[config.mk]
export PLATFORM = sky130hd
export DESIGN_NAME = dcfc_top
export DESIGN_NICKNAME = d
export VERILOG_FILES = /design/src/core/dcfc_pkg.sv /design/src/core/dcfc_pulse_sel.sv /design/src/core/dcfc_top.sv
export SDC_FILE = /design/constraint.sdc
export NUM_CORES = 1
export LEC_CHECK = 0
export BUFFER_PORTS_ARGS = -buffer_cell sky130_fd_sc_hd__buf_2
export CAP_MARGIN = 20
export CELL_PAD_IN_SITES_DETAIL_PLACEMENT = 0
export CELL_PAD_IN_SITES_GLOBAL_PLACEMENT = 1
export CORE_AREA = 4 4 102 104
export CTS_BUF_LIST = sky130_fd_sc_hd__clkbuf_16
export DETAILED_ROUTE_END_ITERATION = 12
export DIE_AREA = 0 0 106 108
export PLACE_DENSITY = 0.89
export SYNTH_ARGS = -nofsm -noshare
export SYNTH_HDL_FRONTEND = slang
export SYNTH_HIERARCHICAL = 1
export SYNTH_SLANG_ARGS = --single-unit
[constraint.sdc]
create_clock -name mclk -period 5.9 [get_ports mclk]
set_clock_uncertainty 0.15 [all_clocks]
set_input_delay 0.295 -clock mclk [delete_from_list [all_inputs] [get_ports mclk]]
set_output_delay 0.295 -clock mclk [all_outputs]
set_load 0.1 [all_outputs]
[src/core/dcfc_pkg.sv]
package dcfc_pkg;
    // ==========================================================
    // Register map.
    // Printed offsets are not multiples of four: they are indices.
    localparam logic [15:0] DCFC_IDX_HIBERNATE   = 16'hF400;
    localparam logic [15:0] DCFC_IDX_START_SEL   = 16'hF401;
    localparam int          DCFC_ADDR_W          = 18;
    // Byte address is four times the index.
    localparam logic [17:0] DCFC_ADDR_HIBERNATE  = {DCFC_IDX_HIBERNATE, 2'b00};
    localparam logic [17:0] DCFC_ADDR_START_SEL  = {DCFC_IDX_START_SEL, 2'b00};
    // Software-visible status register at an index of our choosing.
    localparam logic [15:0] DCFC_IDX_STATUS      = 16'hF4F0;
    localparam logic [17:0] DCFC_ADDR_STATUS     = {DCFC_IDX_STATUS, 2'b00};

    // ==========================================================
    // Reset values and field layout.
    localparam logic [15:0] DCFC_HIB_RESET       = 16'h0000;
    localparam logic [15:0] DCFC_SEL_RESET       = 16'h0002;
    localparam int          DCFC_HIB_BIT         = 0;
    localparam int          DCFC_SEL_W           = 5;

    // ==========================================================
    // Frame start selector codes.
    localparam logic [4:0] DCFC_SEL_CG1_DIV4     = 5'h00;
    localparam logic [4:0] DCFC_SEL_CG1_X4       = 5'h04;
    localparam logic [4:0] DCFC_SEL_CG2_DIV6     = 5'h05;
    localparam logic [4:0] DCFC_SEL_CG2_2DIV3    = 5'h07;
    localparam logic [4:0] DCFC_SEL_SIN0         = 5'h08;
    localparam logic [4:0] DCFC_SEL_SIN3         = 5'h0B;
    localparam logic [4:0] DCFC_SEL_SOUT0        = 5'h0C;
    localparam logic [4:0] DCFC_SEL_SOUT3        = 5'h0F;
    localparam logic [4:0] DCFC_SEL_SPDIF        = 5'h10;

    // ==========================================================
    // Core power states, Gray coded along the usual path.
    typedef enum logic [1:0] {
        DCFC_RUN       = 2'b00,
        DCFC_DRAIN     = 2'b01,
        DCFC_HIBERNATE = 2'b11,
        DCFC_WAKE      = 2'b10
    } dcfc_state_t;
endpackage : dcfc_pkg

[src/core/dcfc_pulse_sel.sv]
`timescale 1ns/1ps
`default_nettype none
// ==========================================================
// Frame start selector: synchronises the pin-sourced frame
// clocks and turns the chosen source into a one-cycle pulse.
module dcfc_pulse_sel (
    input  wire logic        mclk,        // System clock.
    input  wire logic        rst,         // Asynchronous reset, active high.
    input  wire logic [4:0]  sel,         // Frame start selector code.
    input  wire logic [4:0]  cg1_pulse,   // Clock generator 1 pulses, div4..x4.
    input  wire logic [2:0]  cg2_pulse,   // Clock generator 2 pulses, div6, div3, 2/3.
    input  wire logic [3:0]  sin_lrclk,   // Serial input port frame clock pins.
    input  wire logic [3:0]  sout_lrclk,  // Serial output port frame clock pins.
    input  wire logic        spdif_pulse, // S/PDIF receiver rate pulse.
    output logic             frame_start  // One-cycle frame start pulse.
);
    import dcfc_pkg::*;

    logic [7:0] s1_q;
    logic [7:0] s2_q;
    logic [7:0] s3_q;
    logic [7:0] lvl_q;
    logic [7:0] pin_edge;
    logic       pick;

    // Three-stage synchroniser for the pin frame clocks.
    always_ff @(posedge mclk or posedge rst) begin
        if (rst) begin
            s1_q <= 8'h00;
            s2_q <= 8'h00;
            s3_q <= 8'h00;
        end else begin
            s1_q <= {sout_lrclk, sin_lrclk};
            s2_q <= s1_q;
            s3_q <= s2_q;
        end
    end

    // Confirmed pin levels: a level counts only once stages two and three
    // agree, so a single metastable sample cannot make a frame pulse.
    always_ff @(posedge mclk or posedge rst) begin
        if (rst) begin
            lvl_q <= 8'h00;
        end else begin
            lvl_q <= (s2_q & s3_q) | (lvl_q & (s2_q | s3_q));
        end
    end

    // A rising frame clock gives one pulse, on the cycle it is confirmed.
    assign pin_edge = s2_q & s3_q & ~lvl_q;

    // Source decode; reserved codes give no pulse.
    always_comb begin
        pick = 1'b0;
        if (sel <= DCFC_SEL_CG1_X4) begin
            pick = cg1_pulse[sel[2:0]];
        end else if (sel <= DCFC_SEL_CG2_2DIV3) begin
            pick = cg2_pulse[2'(sel - DCFC_SEL_CG2_DIV6)];
        end else if (sel <= DCFC_SEL_SIN3) begin
            pick = pin_edge[sel[1:0]];
        end else if (sel <= DCFC_SEL_SOUT3) begin
            pick = pin_edge[{1'b1, sel[1:0]}];
        end else if (sel == DCFC_SEL_SPDIF) begin
            pick = spdif_pulse;
        end
    end

    // Registered pulse output.
    always_ff @(posedge mclk or posedge rst) begin
        if (rst) begin
            frame_start <= 1'b0;
        end else begin
            frame_start <= pick;
        end
    end
endmodule // dcfc_pulse_sel
`default_nettype wire

[src/core/dcfc_top.sv]
// The Avalon-MM register port was left to the implementer.
`timescale 1ns/1ps
`default_nettype none
// ==========================================================
// Frame control register bank for the audio core.
module dcfc_top (
    input  wire logic        mclk,            // System clock, 250 MHz.
    input  wire logic        rst,             // Asynchronous reset, active high.
    input  wire logic [17:0] avs_address,     // Avalon byte address.
    input  wire logic        avs_read,        // Avalon read request.
    input  wire logic        avs_write,       // Avalon write request.
    input  wire logic [31:0] avs_writedata,   // Avalon write data.
    input  wire logic [3:0]  avs_byteenable,  // Avalon byte enables.
    output logic [31:0]      avs_readdata,    // Avalon read data.
    output logic             avs_waitrequest, // Avalon wait request.
    output logic [1:0]       avs_response,    // Avalon response, 2 = slave error.
    input  wire logic [4:0]  cg1_pulse,       // Clock generator 1 rate pulses.
    input  wire logic [2:0]  cg2_pulse,       // Clock generator 2 rate pulses.
    input  wire logic [3:0]  sin_lrclk,       // Serial input frame clock pins.
    input  wire logic [3:0]  sout_lrclk,      // Serial output frame clock pins.
    input  wire logic        spdif_pulse,     // S/PDIF receiver rate pulse.
    input  wire logic        block_busy,      // Core is mid-way through a block.
    input  wire logic [7:0]  core_irq_in,     // Incoming core interrupts.
    output logic [7:0]       core_irq_out,    // Interrupts passed to the core.
    output logic             frame_start,     // Selected frame start pulse.
    output logic             core_hibernating // Core held in low-power idle.
);
    import dcfc_pkg::*;

    // ==========================================================
    // Registers and state.
    logic [15:0] hib_q;
    logic [15:0] sel_q;
    dcfc_state_t state_q;
    logic        ack_q;
    logic [31:0] rdata_q;
    logic [1:0]  resp_q;
    logic        req;
    logic        hit_hib;
    logic        hit_sel;
    logic        hit_stat;
    logic        irq_mask;

    // Merges byte-enabled write data into a 16-bit register.
    // Lanes 2 and 3 carry nothing: both registers sit in bits 15:0.
    function automatic logic [15:0] merge16(input logic [15:0] old,
                                            input logic [31:0] wd,
                                            input logic [3:0]  be);
        merge16 = old;
        if (be[0]) merge16[7:0]  = wd[7:0];
        if (be[1]) merge16[15:8] = wd[15:8];
    endfunction

    // True for the three addresses that this slave answers without error.
    function automatic logic is_mapped(input logic [17:0] addr);
        is_mapped = (addr == DCFC_ADDR_HIBERNATE) ||
                    (addr == DCFC_ADDR_START_SEL) ||
                    (addr == DCFC_ADDR_STATUS);
    endfunction

    // ==========================================================
    // Avalon slave: one wait cycle, answer on the second.
    // The wait request is combinational so that the first cycle of every
    // request stalls; the acknowledge flop then opens exactly one edge.
    // The response and read data are captured in that stall cycle, so a master
    // that changed its address while waiting would see stale data.
    // Unmapped addresses still complete, with a slave error response.
    assign req      = (avs_read | avs_write) & ~ack_q;
    assign hit_hib  = (avs_address == DCFC_ADDR_HIBERNATE);
    assign hit_sel  = (avs_address == DCFC_ADDR_START_SEL);
    assign hit_stat = (avs_address == DCFC_ADDR_STATUS);
    assign avs_waitrequest = (avs_read | avs_write) & ~ack_q;
    assign avs_readdata    = rdata_q;
    assign avs_response    = resp_q;

    // Acknowledge flag drops the wait request for exactly one edge.
    // A master that holds its request past it starts a new transfer.
    always_ff @(posedge mclk or posedge rst) begin
        if (rst) begin
            ack_q <= 1'b0;
        end else begin
            ack_q <= req;
        end
    end

    // Register writes take effect on the acknowledging edge.
    // Only that edge writes, so a stalled request never writes twice.
    // Lanes above bit 15 are dropped; the registers are 16 bits wide.
    always_ff @(posedge mclk or posedge rst) begin
        if (rst) begin
            hib_q <= DCFC_HIB_RESET;
            sel_q <= DCFC_SEL_RESET;
        end else if (ack_q && avs_write) begin
            // Upper bits are stored and otherwise unused.
            if (hit_hib) hib_q <= merge16(hib_q, avs_writedata, avs_byteenable);
            if (hit_sel) sel_q <= merge16(sel_q, avs_writedata, avs_byteenable);
        end
    end

    // Read data and response are prepared during the wait cycle.
    // The status register shows the power state; writes to it are dropped.
    always_ff @(posedge mclk or posedge rst) begin
        if (rst) begin
            rdata_q <= 32'h0000_0000;
            resp_q  <= 2'h0;
        end else if (req) begin
            resp_q  <= is_mapped(avs_address) ? 2'h0 : 2'h2;
            rdata_q <= 32'h0000_0000;
            if (avs_read && hit_hib)  rdata_q <= {16'h0000, hib_q};
            if (avs_read && hit_sel)  rdata_q <= {16'h0000, sel_q};
            if (avs_read && hit_stat) rdata_q <= {30'h0, state_q};
        end
    end

    // ==========================================================
    // Frame start source selection.
    // Generator and receiver pulses share the system clock and pass
    // straight through; pin frame clocks come from outside and are
    // synchronised first, which costs a few cycles of latency.
    // Reserved codes select nothing, so the core simply sees no frames.
    dcfc_pulse_sel dcfc_pulse_sel_inst (
        .mclk        (mclk),
        .rst         (rst),
        .sel         (sel_q[DCFC_SEL_W-1:0]),
        .cg1_pulse   (cg1_pulse),
        .cg2_pulse   (cg2_pulse),
        .sin_lrclk   (sin_lrclk),
        .sout_lrclk  (sout_lrclk),
        .spdif_pulse (spdif_pulse),
        .frame_start (frame_start)
    );

    // ==========================================================
    // Hibernation sequencing; entering HIBERNATE from DRAIN and leaving WAKE for RUN wait for a frame pulse.
    // The sequence is RUN, DRAIN, HIBERNATE, WAKE and back to RUN, with one
    // bit changing per step. DRAIN lets the running sample or block finish:
    // a frame pulse marks the sample boundary and a low block_busy marks the
    // block boundary. WAKE keeps interrupts masked until the next frame, so
    // the core never restarts part-way through a sample.
    // A request seen again during WAKE returns straight to hibernation.
    always_ff @(posedge mclk or posedge rst) begin
        if (rst) begin
            state_q <= DCFC_RUN;
        end else begin
            case (state_q)
                DCFC_RUN: begin
                    if (hib_q[DCFC_HIB_BIT]) state_q <= DCFC_DRAIN;
                end
                DCFC_DRAIN: begin
                    // Enter only at a frame edge with no block in flight.
                    if (!hib_q[DCFC_HIB_BIT]) begin
                        state_q <= DCFC_RUN;
                    end else if (frame_start && !block_busy) begin
                        state_q <= DCFC_HIBERNATE;
                    end
                end
                DCFC_HIBERNATE: begin
                    if (!hib_q[DCFC_HIB_BIT]) state_q <= DCFC_WAKE;
                end
                DCFC_WAKE: begin
                    if (hib_q[DCFC_HIB_BIT]) begin
                        state_q <= DCFC_HIBERNATE;
                    end else if (frame_start) begin
                        state_q <= DCFC_RUN;
                    end
                end
                default: state_q <= DCFC_RUN;
            endcase
        end
    end

    // Interrupts are masked whenever the core sits in hibernation.
    // The gate is registered so the core never sees a glitch on a mask change.
    // The cost is one cycle of latency on every interrupt.
    assign irq_mask = (state_q == DCFC_HIBERNATE) || (state_q == DCFC_WAKE);

    always_ff @(posedge mclk or posedge rst) begin
        if (rst) begin
            core_irq_out     <= 8'h00;
            core_hibernating <= 1'b0;
        end else begin
            core_irq_out     <= irq_mask ? 8'h00 : core_irq_in;
            core_hibernating <= irq_mask;
        end
    end

    // ==========================================================
    // Assertions.
    // The checks watch the bus answer, the register contents, the frame
    // source decode and the hibernation sequence. Each label line names
    // the rule that it guards.
    a_hib_waits_frame: assert property (@(posedge mclk) disable iff (rst)
        (state_q == DCFC_DRAIN) ##1 (state_q == DCFC_HIBERNATE)
        |-> $past(frame_start) && !$past(block_busy))
        else $error("Hibernation entered outside a frame edge.");
    a_irq_masked: assert property (@(posedge mclk) disable iff (rst)
        (state_q == DCFC_HIBERNATE) ##1 (state_q == DCFC_HIBERNATE)
        |-> core_irq_out == 8'h00)
        else $error("Interrupt passed while hibernating.");
    a_irq_passes: assert property (@(posedge mclk) disable iff (rst)
        (state_q == DCFC_RUN) ##1 (state_q == DCFC_RUN)
        |-> core_irq_out == $past(core_irq_in))
        else $error("Interrupt lost in normal operation.");
    a_run_to_drain: assert property (@(posedge mclk) disable iff (rst)
        (state_q == DCFC_RUN) && hib_q[0] |=> state_q == DCFC_DRAIN)
        else $error("Hibernate request not seen.");
    a_wake_frame: assert property (@(posedge mclk) disable iff (rst)
        (state_q == DCFC_WAKE) && !hib_q[0] && frame_start |=> state_q == DCFC_RUN)
        else $error("Wake did not follow the frame pulse.");
    a_spdif_sel: assert property (@(posedge mclk) disable iff (rst)
        (sel_q[4:0] == DCFC_SEL_SPDIF) && $stable(sel_q) && spdif_pulse |=> frame_start)
        else $error("S/PDIF pulse not forwarded.");
    a_cg1_sel: assert property (@(posedge mclk) disable iff (rst)
        (sel_q[4:0] == 5'h02) && $stable(sel_q) |=> frame_start == $past(cg1_pulse[2]))
        else $error("Base rate pulse not forwarded.");
    a_reserved_sel: assert property (@(posedge mclk) disable iff (rst)
        (sel_q[4:0] > DCFC_SEL_SPDIF) && $stable(sel_q) |=> !frame_start)
        else $error("Reserved code produced a pulse.");
    a_bus_answer: assert property (@(posedge mclk) disable iff (rst)
        (avs_read || avs_write) && avs_waitrequest |=> !avs_waitrequest)
        else $error("Bus answer late.");

    // Register reset values, read-back and refused addresses.
    a_reset_values: assert property (@(posedge mclk) disable iff (rst)
        $fell(rst) |-> (hib_q == DCFC_HIB_RESET) && (sel_q == DCFC_SEL_RESET))
        else $error("Registers left reset with wrong values.");
    a_hib_readback: assert property (@(posedge mclk) disable iff (rst)
        avs_read && !avs_waitrequest && hit_hib |-> avs_readdata == {16'h0000, hib_q})
        else $error("Hibernate register read back wrong.");
    a_sel_readback: assert property (@(posedge mclk) disable iff (rst)
        avs_read && !avs_waitrequest && hit_sel |-> avs_readdata == {16'h0000, sel_q})
        else $error("Selector register read back wrong.");
    a_bad_address: assert property (@(posedge mclk) disable iff (rst)
        (avs_read || avs_write) && !avs_waitrequest && !is_mapped(avs_address)
        |-> avs_response == 2'h2)
        else $error("Unmapped address answered without error.");

    // Hibernation sequence.
    a_drain_waits: assert property (@(posedge mclk) disable iff (rst)
        (state_q == DCFC_DRAIN) && hib_q[0] && !(frame_start && !block_busy)
        |=> state_q == DCFC_DRAIN)
        else $error("Hibernation entered before the sample or block ended.");
    a_drain_cancel: assert property (@(posedge mclk) disable iff (rst)
        (state_q == DCFC_DRAIN) && !hib_q[0] |=> state_q == DCFC_RUN)
        else $error("Cleared request did not return to normal operation.");
    a_run_stays: assert property (@(posedge mclk) disable iff (rst)
        (state_q == DCFC_RUN) && !hib_q[0] |=> state_q == DCFC_RUN)
        else $error("Core left normal operation without a request.");
    a_hib_holds: assert property (@(posedge mclk) disable iff (rst)
        (state_q == DCFC_HIBERNATE) && hib_q[0] |=> state_q == DCFC_HIBERNATE)
        else $error("Hibernation left while still requested.");
    a_hib_flag: assert property (@(posedge mclk) disable iff (rst)
        (state_q == DCFC_HIBERNATE) |=> core_hibernating && (core_irq_out == 8'h00))
        else $error("Hibernation not shown or interrupts not masked.");
    a_wake_masked: assert property (@(posedge mclk) disable iff (rst)
        (state_q == DCFC_WAKE) |=> core_hibernating && (core_irq_out == 8'h00))
        else $error("Interrupt passed before the wake frame.");
    a_wake_waits: assert property (@(posedge mclk) disable iff (rst)
        (state_q == DCFC_WAKE) && !hib_q[0] && !frame_start |=> state_q == DCFC_WAKE)
        else $error("Wake finished without a frame pulse.");
    a_wake_rehib: assert property (@(posedge mclk) disable iff (rst)
        (state_q == DCFC_WAKE) && hib_q[0] |=> state_q == DCFC_HIBERNATE)
        else $error("New request during wake not honoured.");

    // Second generator decode.
    a_cg2_sel: assert property (@(posedge mclk) disable iff (rst)
        (sel_q[4:0] == DCFC_SEL_CG2_DIV6) && $stable(sel_q)
        |=> frame_start == $past(cg2_pulse[0]))
        else $error("Second generator pulse not forwarded.");

    c_hibernate: cover property (@(posedge mclk) disable iff (rst)
        state_q == DCFC_HIBERNATE);
    c_wake: cover property (@(posedge mclk) disable iff (rst)
        (state_q == DCFC_WAKE) ##1 (state_q == DCFC_RUN));
    c_pin_pulse: cover property (@(posedge mclk) disable iff (rst)
        (sel_q[4:0] == DCFC_SEL_SIN0) && frame_start);
    c_block_wait: cover property (@(posedge mclk) disable iff (rst)
        (state_q == DCFC_DRAIN) && frame_start && block_busy);
    c_slave_error: cover property (@(posedge mclk) disable iff (rst)
        (avs_read || avs_write) && !avs_waitrequest && (avs_response == 2'h2));
endmodule // dcfc_top
`default_nettype wire

==> reports/results.tsv <==
metric	value	unit
synth.yosys.warnings	6	
placedCellCount	535	
synth-adder-area-share	0.0360	
worst_hold_slack	0.0138	ns
per_cell_via_count_in_the_routed_design	4.90	
min_period	2.37	ns
worstSetupPathType	register to register	
combinationalPowerShare	0.125	
slowest_stage	sky130_fd_sc_hd__dfrtp_1	
path_cells	clkinv_2 > ha_1 > mux2i_1 > nor2_1 > a311o_1 > a211oi_1 > o31ai_1	
worst_slew_pin_slew	0.789	ns
regToRegEndpoint	dcfc_pulse_sel_inst/frame_start	
report.final.slew_viol_count	0	
postcts_setup_bufs	0	
clk_latency	0.33	ns
grt_use_total	0.153	
reg2regPathDepth	7	
finalSetupTns	0	ns
post-dp-hpwl	5910	microns
synth_area	4030	sq um
p_sw_frac	0.262	
htreeDepth	3	
grt_setup_unrepaired	no	
chipHeight	108	microns
cts_tree	yes	
pwr-share-seq	0.444	
synth-compound-area-share	0.0726	
finalPower	1530	uW
fillerInstances	887	
number_of_max_capacitance_violations_reported	0	
layout-drive-gt1-share	0.389	
worstHoldPathCells	2	
arrival	2.43	ns
start_util	0.422	
grt.met2_usage	0.265	
grt_first_pass_wirelength	13800	microns
kind_of_launch_point_of_the_worst_setup_path	register	
clock_sink_count	94	
finalCritPeriodShare	0.402	
top_level_ports	129	
detail_route.wl_per_cell	14.7	microns
grt_overflow	0	
drc	0	
grtUsageMet3	0.0460	
power_leakage	0.00247	uW
worst-r2r-setup-slack	3.53	ns
data_required_critical_path	5.96	ns
fmaxAchievable	421	MHz
final_antenna_net_count	0	
synth-simple-area-share	0.111	
synth-xor-area-share	0	
postSynth.asyncResetShare	1.00	
min-delay-path-class	primary input to register	
layout_common_cells	93 x sky130_fd_sc_hd__dfrtp_1, 93 x sky130_fd_sc_hd__buf_2, 33 x sky130_fd_sc_hd__mux2_2	
max-clock-path-buffers	2	
die_area	11400	sq um
drtPass1Iterations	4	
tritoncts.num_buffers	9	
floorplan.rows	36	
worstReg2RegStart	sel_q[0]	
power.switching	402	uW
hold_path.startpoint	core_irq_in[1]	
clock_power_share	0.431	
clk_transition_reported_paths	0.07	ns
multiInputGateArea	1500	sq um
globalRoute.busiestLayer	met2	
die_width	106	microns
synth_sequential_area_ratio	0.584	
vdd_drop_max	162	uV
synth-main-ff-cell	sky130_fd_sc_hd__dfrtp_1	
synth_area_per_cell	12.9	sq um
cts_root_buf	sky130_fd_sc_hd__clkbuf_16	
met1_global_route_usage	0.184	
report.final.setup_viol	0	
crit_family	compound AO/OA/AOI/OAI gates	
post_synth_inst_count	313	
outcome	complete, no violations	
grt_antenna_before_repair	2	
muxShareOfSynthArea	0.137	
slew_headroom	0.474	
floorplan_core_area	9550	sq um
synth_enable_flop_cells	0	
grt_start_max_net_pins	62	
setup_crit_end_kind	register	
layout.area.seq	2350	sq um
area_growth	24.1	%
drt_iter0_markers	55	
critical_path.max_fanout	13	
instances_no_fill	561	
globalplace.congestion	0.814	
cp_num_buf_inv	1	
fin_nets	512	
timing.critical_path.slowest_cell_delay	0.61	ns
via_count_of_the_first_global_routing_pass	2857	
num_vias	2748	
postCtsResizedCells	0	
powerDensity	307	nW/um^2
finalWirelength	8230	microns
postLayoutCellArea	5010	sq um
port-buffer-count	93	
hold_viol_final	0	
combinational_family_with_the_most_area_after_synthesis	multiplexers	
worst_hold_path.endpoint	core_irq_out[1]	
cell_internal_pwr	1130	uW
placed_area	4570	sq um
synth-seq-cells	94	
netlist-cell-type-count	51	
[worst reg2reg max path, delay by kind of cell, from the launching register on]
family | cells | cell delay [ns]
adders and majority gates | 1 | 0.36
and+or+nand+nor | 1 | 0.05
muxes | 1 | 0.20
buffers and inverters | 1 | 0.20
DFF | 1 | 0.61
AOI/OAI and AO/OA | 3 | 0.67
[stage by stage]
step	util	worst slack, ns
final	0.524	3.53
after global routing	0.524	3.29
after CTS	0.524	3.50
after detailed placement	0.478	3.25
after global placement	0.478	3.34
after floorplan	-	3.85
[power groups by stage]
stage | combinational (uW) | clock, uW | sequential [uW]
2_1_floorplan | 119 | 0 | 722
3_3_place_gp | 184 | 0 | 692
3_5_place_dp | 189 | 0 | 693
4_1_cts | 194 | 679 | 681
5_1_grt | 208 | 703 | 684
6_report | 191 | 662 | 681
[metal layers]
layer | wire [microns] | vias up
met5 | 12 | -
met4 | 170 | 2
met3 | 514 | 15
met2 | 4180 | 85
met1 | 3360 | 1345
li1 | - | 1301
[flip-flops by register name, indices dropped and copies added (netlist names), 2 cells and up]
signal                     cells
dcfc_pulse_sel_inst/s3_q       8
dcfc_pulse_sel_inst/lvl_q      8
dcfc_pulse_sel_inst/s2_q       8
dcfc_pulse_sel_inst/s1_q       8
sel_q                         16
core_irq_out                   8
avs_readdata                  16
state_q                        2
hib_q                         16
[cell families (layout without fill, tap and decap cells)]
group	count (synthesis)	count (layout)
AO/OA/AOI/OAI	40	40
adder cells (fa/ha/maj)	13	13
buffers and inverters	38	136
flip-flops	94	94
multiplexers	51	51
other	1	18
AND/OR/NAND/NOR	76	76
[worst max path at each step]
stage                                      endpoint  slack (ns)  cells after the start            from
floorplan                           avs_readdata[0]        3.85                      6  avs_address[1]
global placement                           sel_q[3]        3.34                      5  avs_address[5]
detailed placement                         sel_q[7]        3.25                      5  avs_address[5]
CTS                 dcfc_pulse_sel_inst/frame_start        3.50                      7        sel_q[0]
global route        dcfc_pulse_sel_inst/frame_start        3.29                      7        sel_q[0]
finish              dcfc_pulse_sel_inst/frame_start        3.53                      7        sel_q[0]
[synth_stat cells (3+ instances only)]
master | instances | area share
sky130_fd_sc_hd__a21oi_1 | 4 | 0.0050
sky130_fd_sc_hd__a31oi_1 | 3 | 0.0047
sky130_fd_sc_hd__and2_1 | 9 | 0.014
sky130_fd_sc_hd__buf_4 | 18 | 0.034
sky130_fd_sc_hd__dfrtp_1 | 93 | 0.58
sky130_fd_sc_hd__ha_1 | 6 | 0.019
sky130_fd_sc_hd__inv_1 | 12 | 0.011
sky130_fd_sc_hd__maj3_1 | 7 | 0.017
sky130_fd_sc_hd__mux2_2 | 33 | 0.092
sky130_fd_sc_hd__mux2i_1 | 18 | 0.045
sky130_fd_sc_hd__nand2_1 | 26 | 0.024
sky130_fd_sc_hd__nand3_1 | 4 | 0.0050
sky130_fd_sc_hd__nand4_1 | 8 | 0.012
sky130_fd_sc_hd__nor2_1 | 10 | 0.0093
sky130_fd_sc_hd__o21ai_0 | 8 | 0.0099
sky130_fd_sc_hd__o21ai_2 | 9 | 0.020
sky130_fd_sc_hd__o311ai_0 | 3 | 0.0065
[what timing repair did]
action / in CTS / in global routing
setup endpoints to repair: 0 / 0
endpoints found under the hold margin: 41 / 0
hold buffers: 9 / 0
[final cells by class]
type / instances / share of cell area
antenna: 1 / 0.000500
timing repair buffer: 105 / 0.115
sequential: 94 / 0.470
clock inverter: 7 / 0.0240
inverter: 15 / 0.0117
multi-input combinational: 197 / 0.300
clock buffer: 9 / 0.0450
tap: 133 / 0.0332
(Power assumes the default switching activity.)
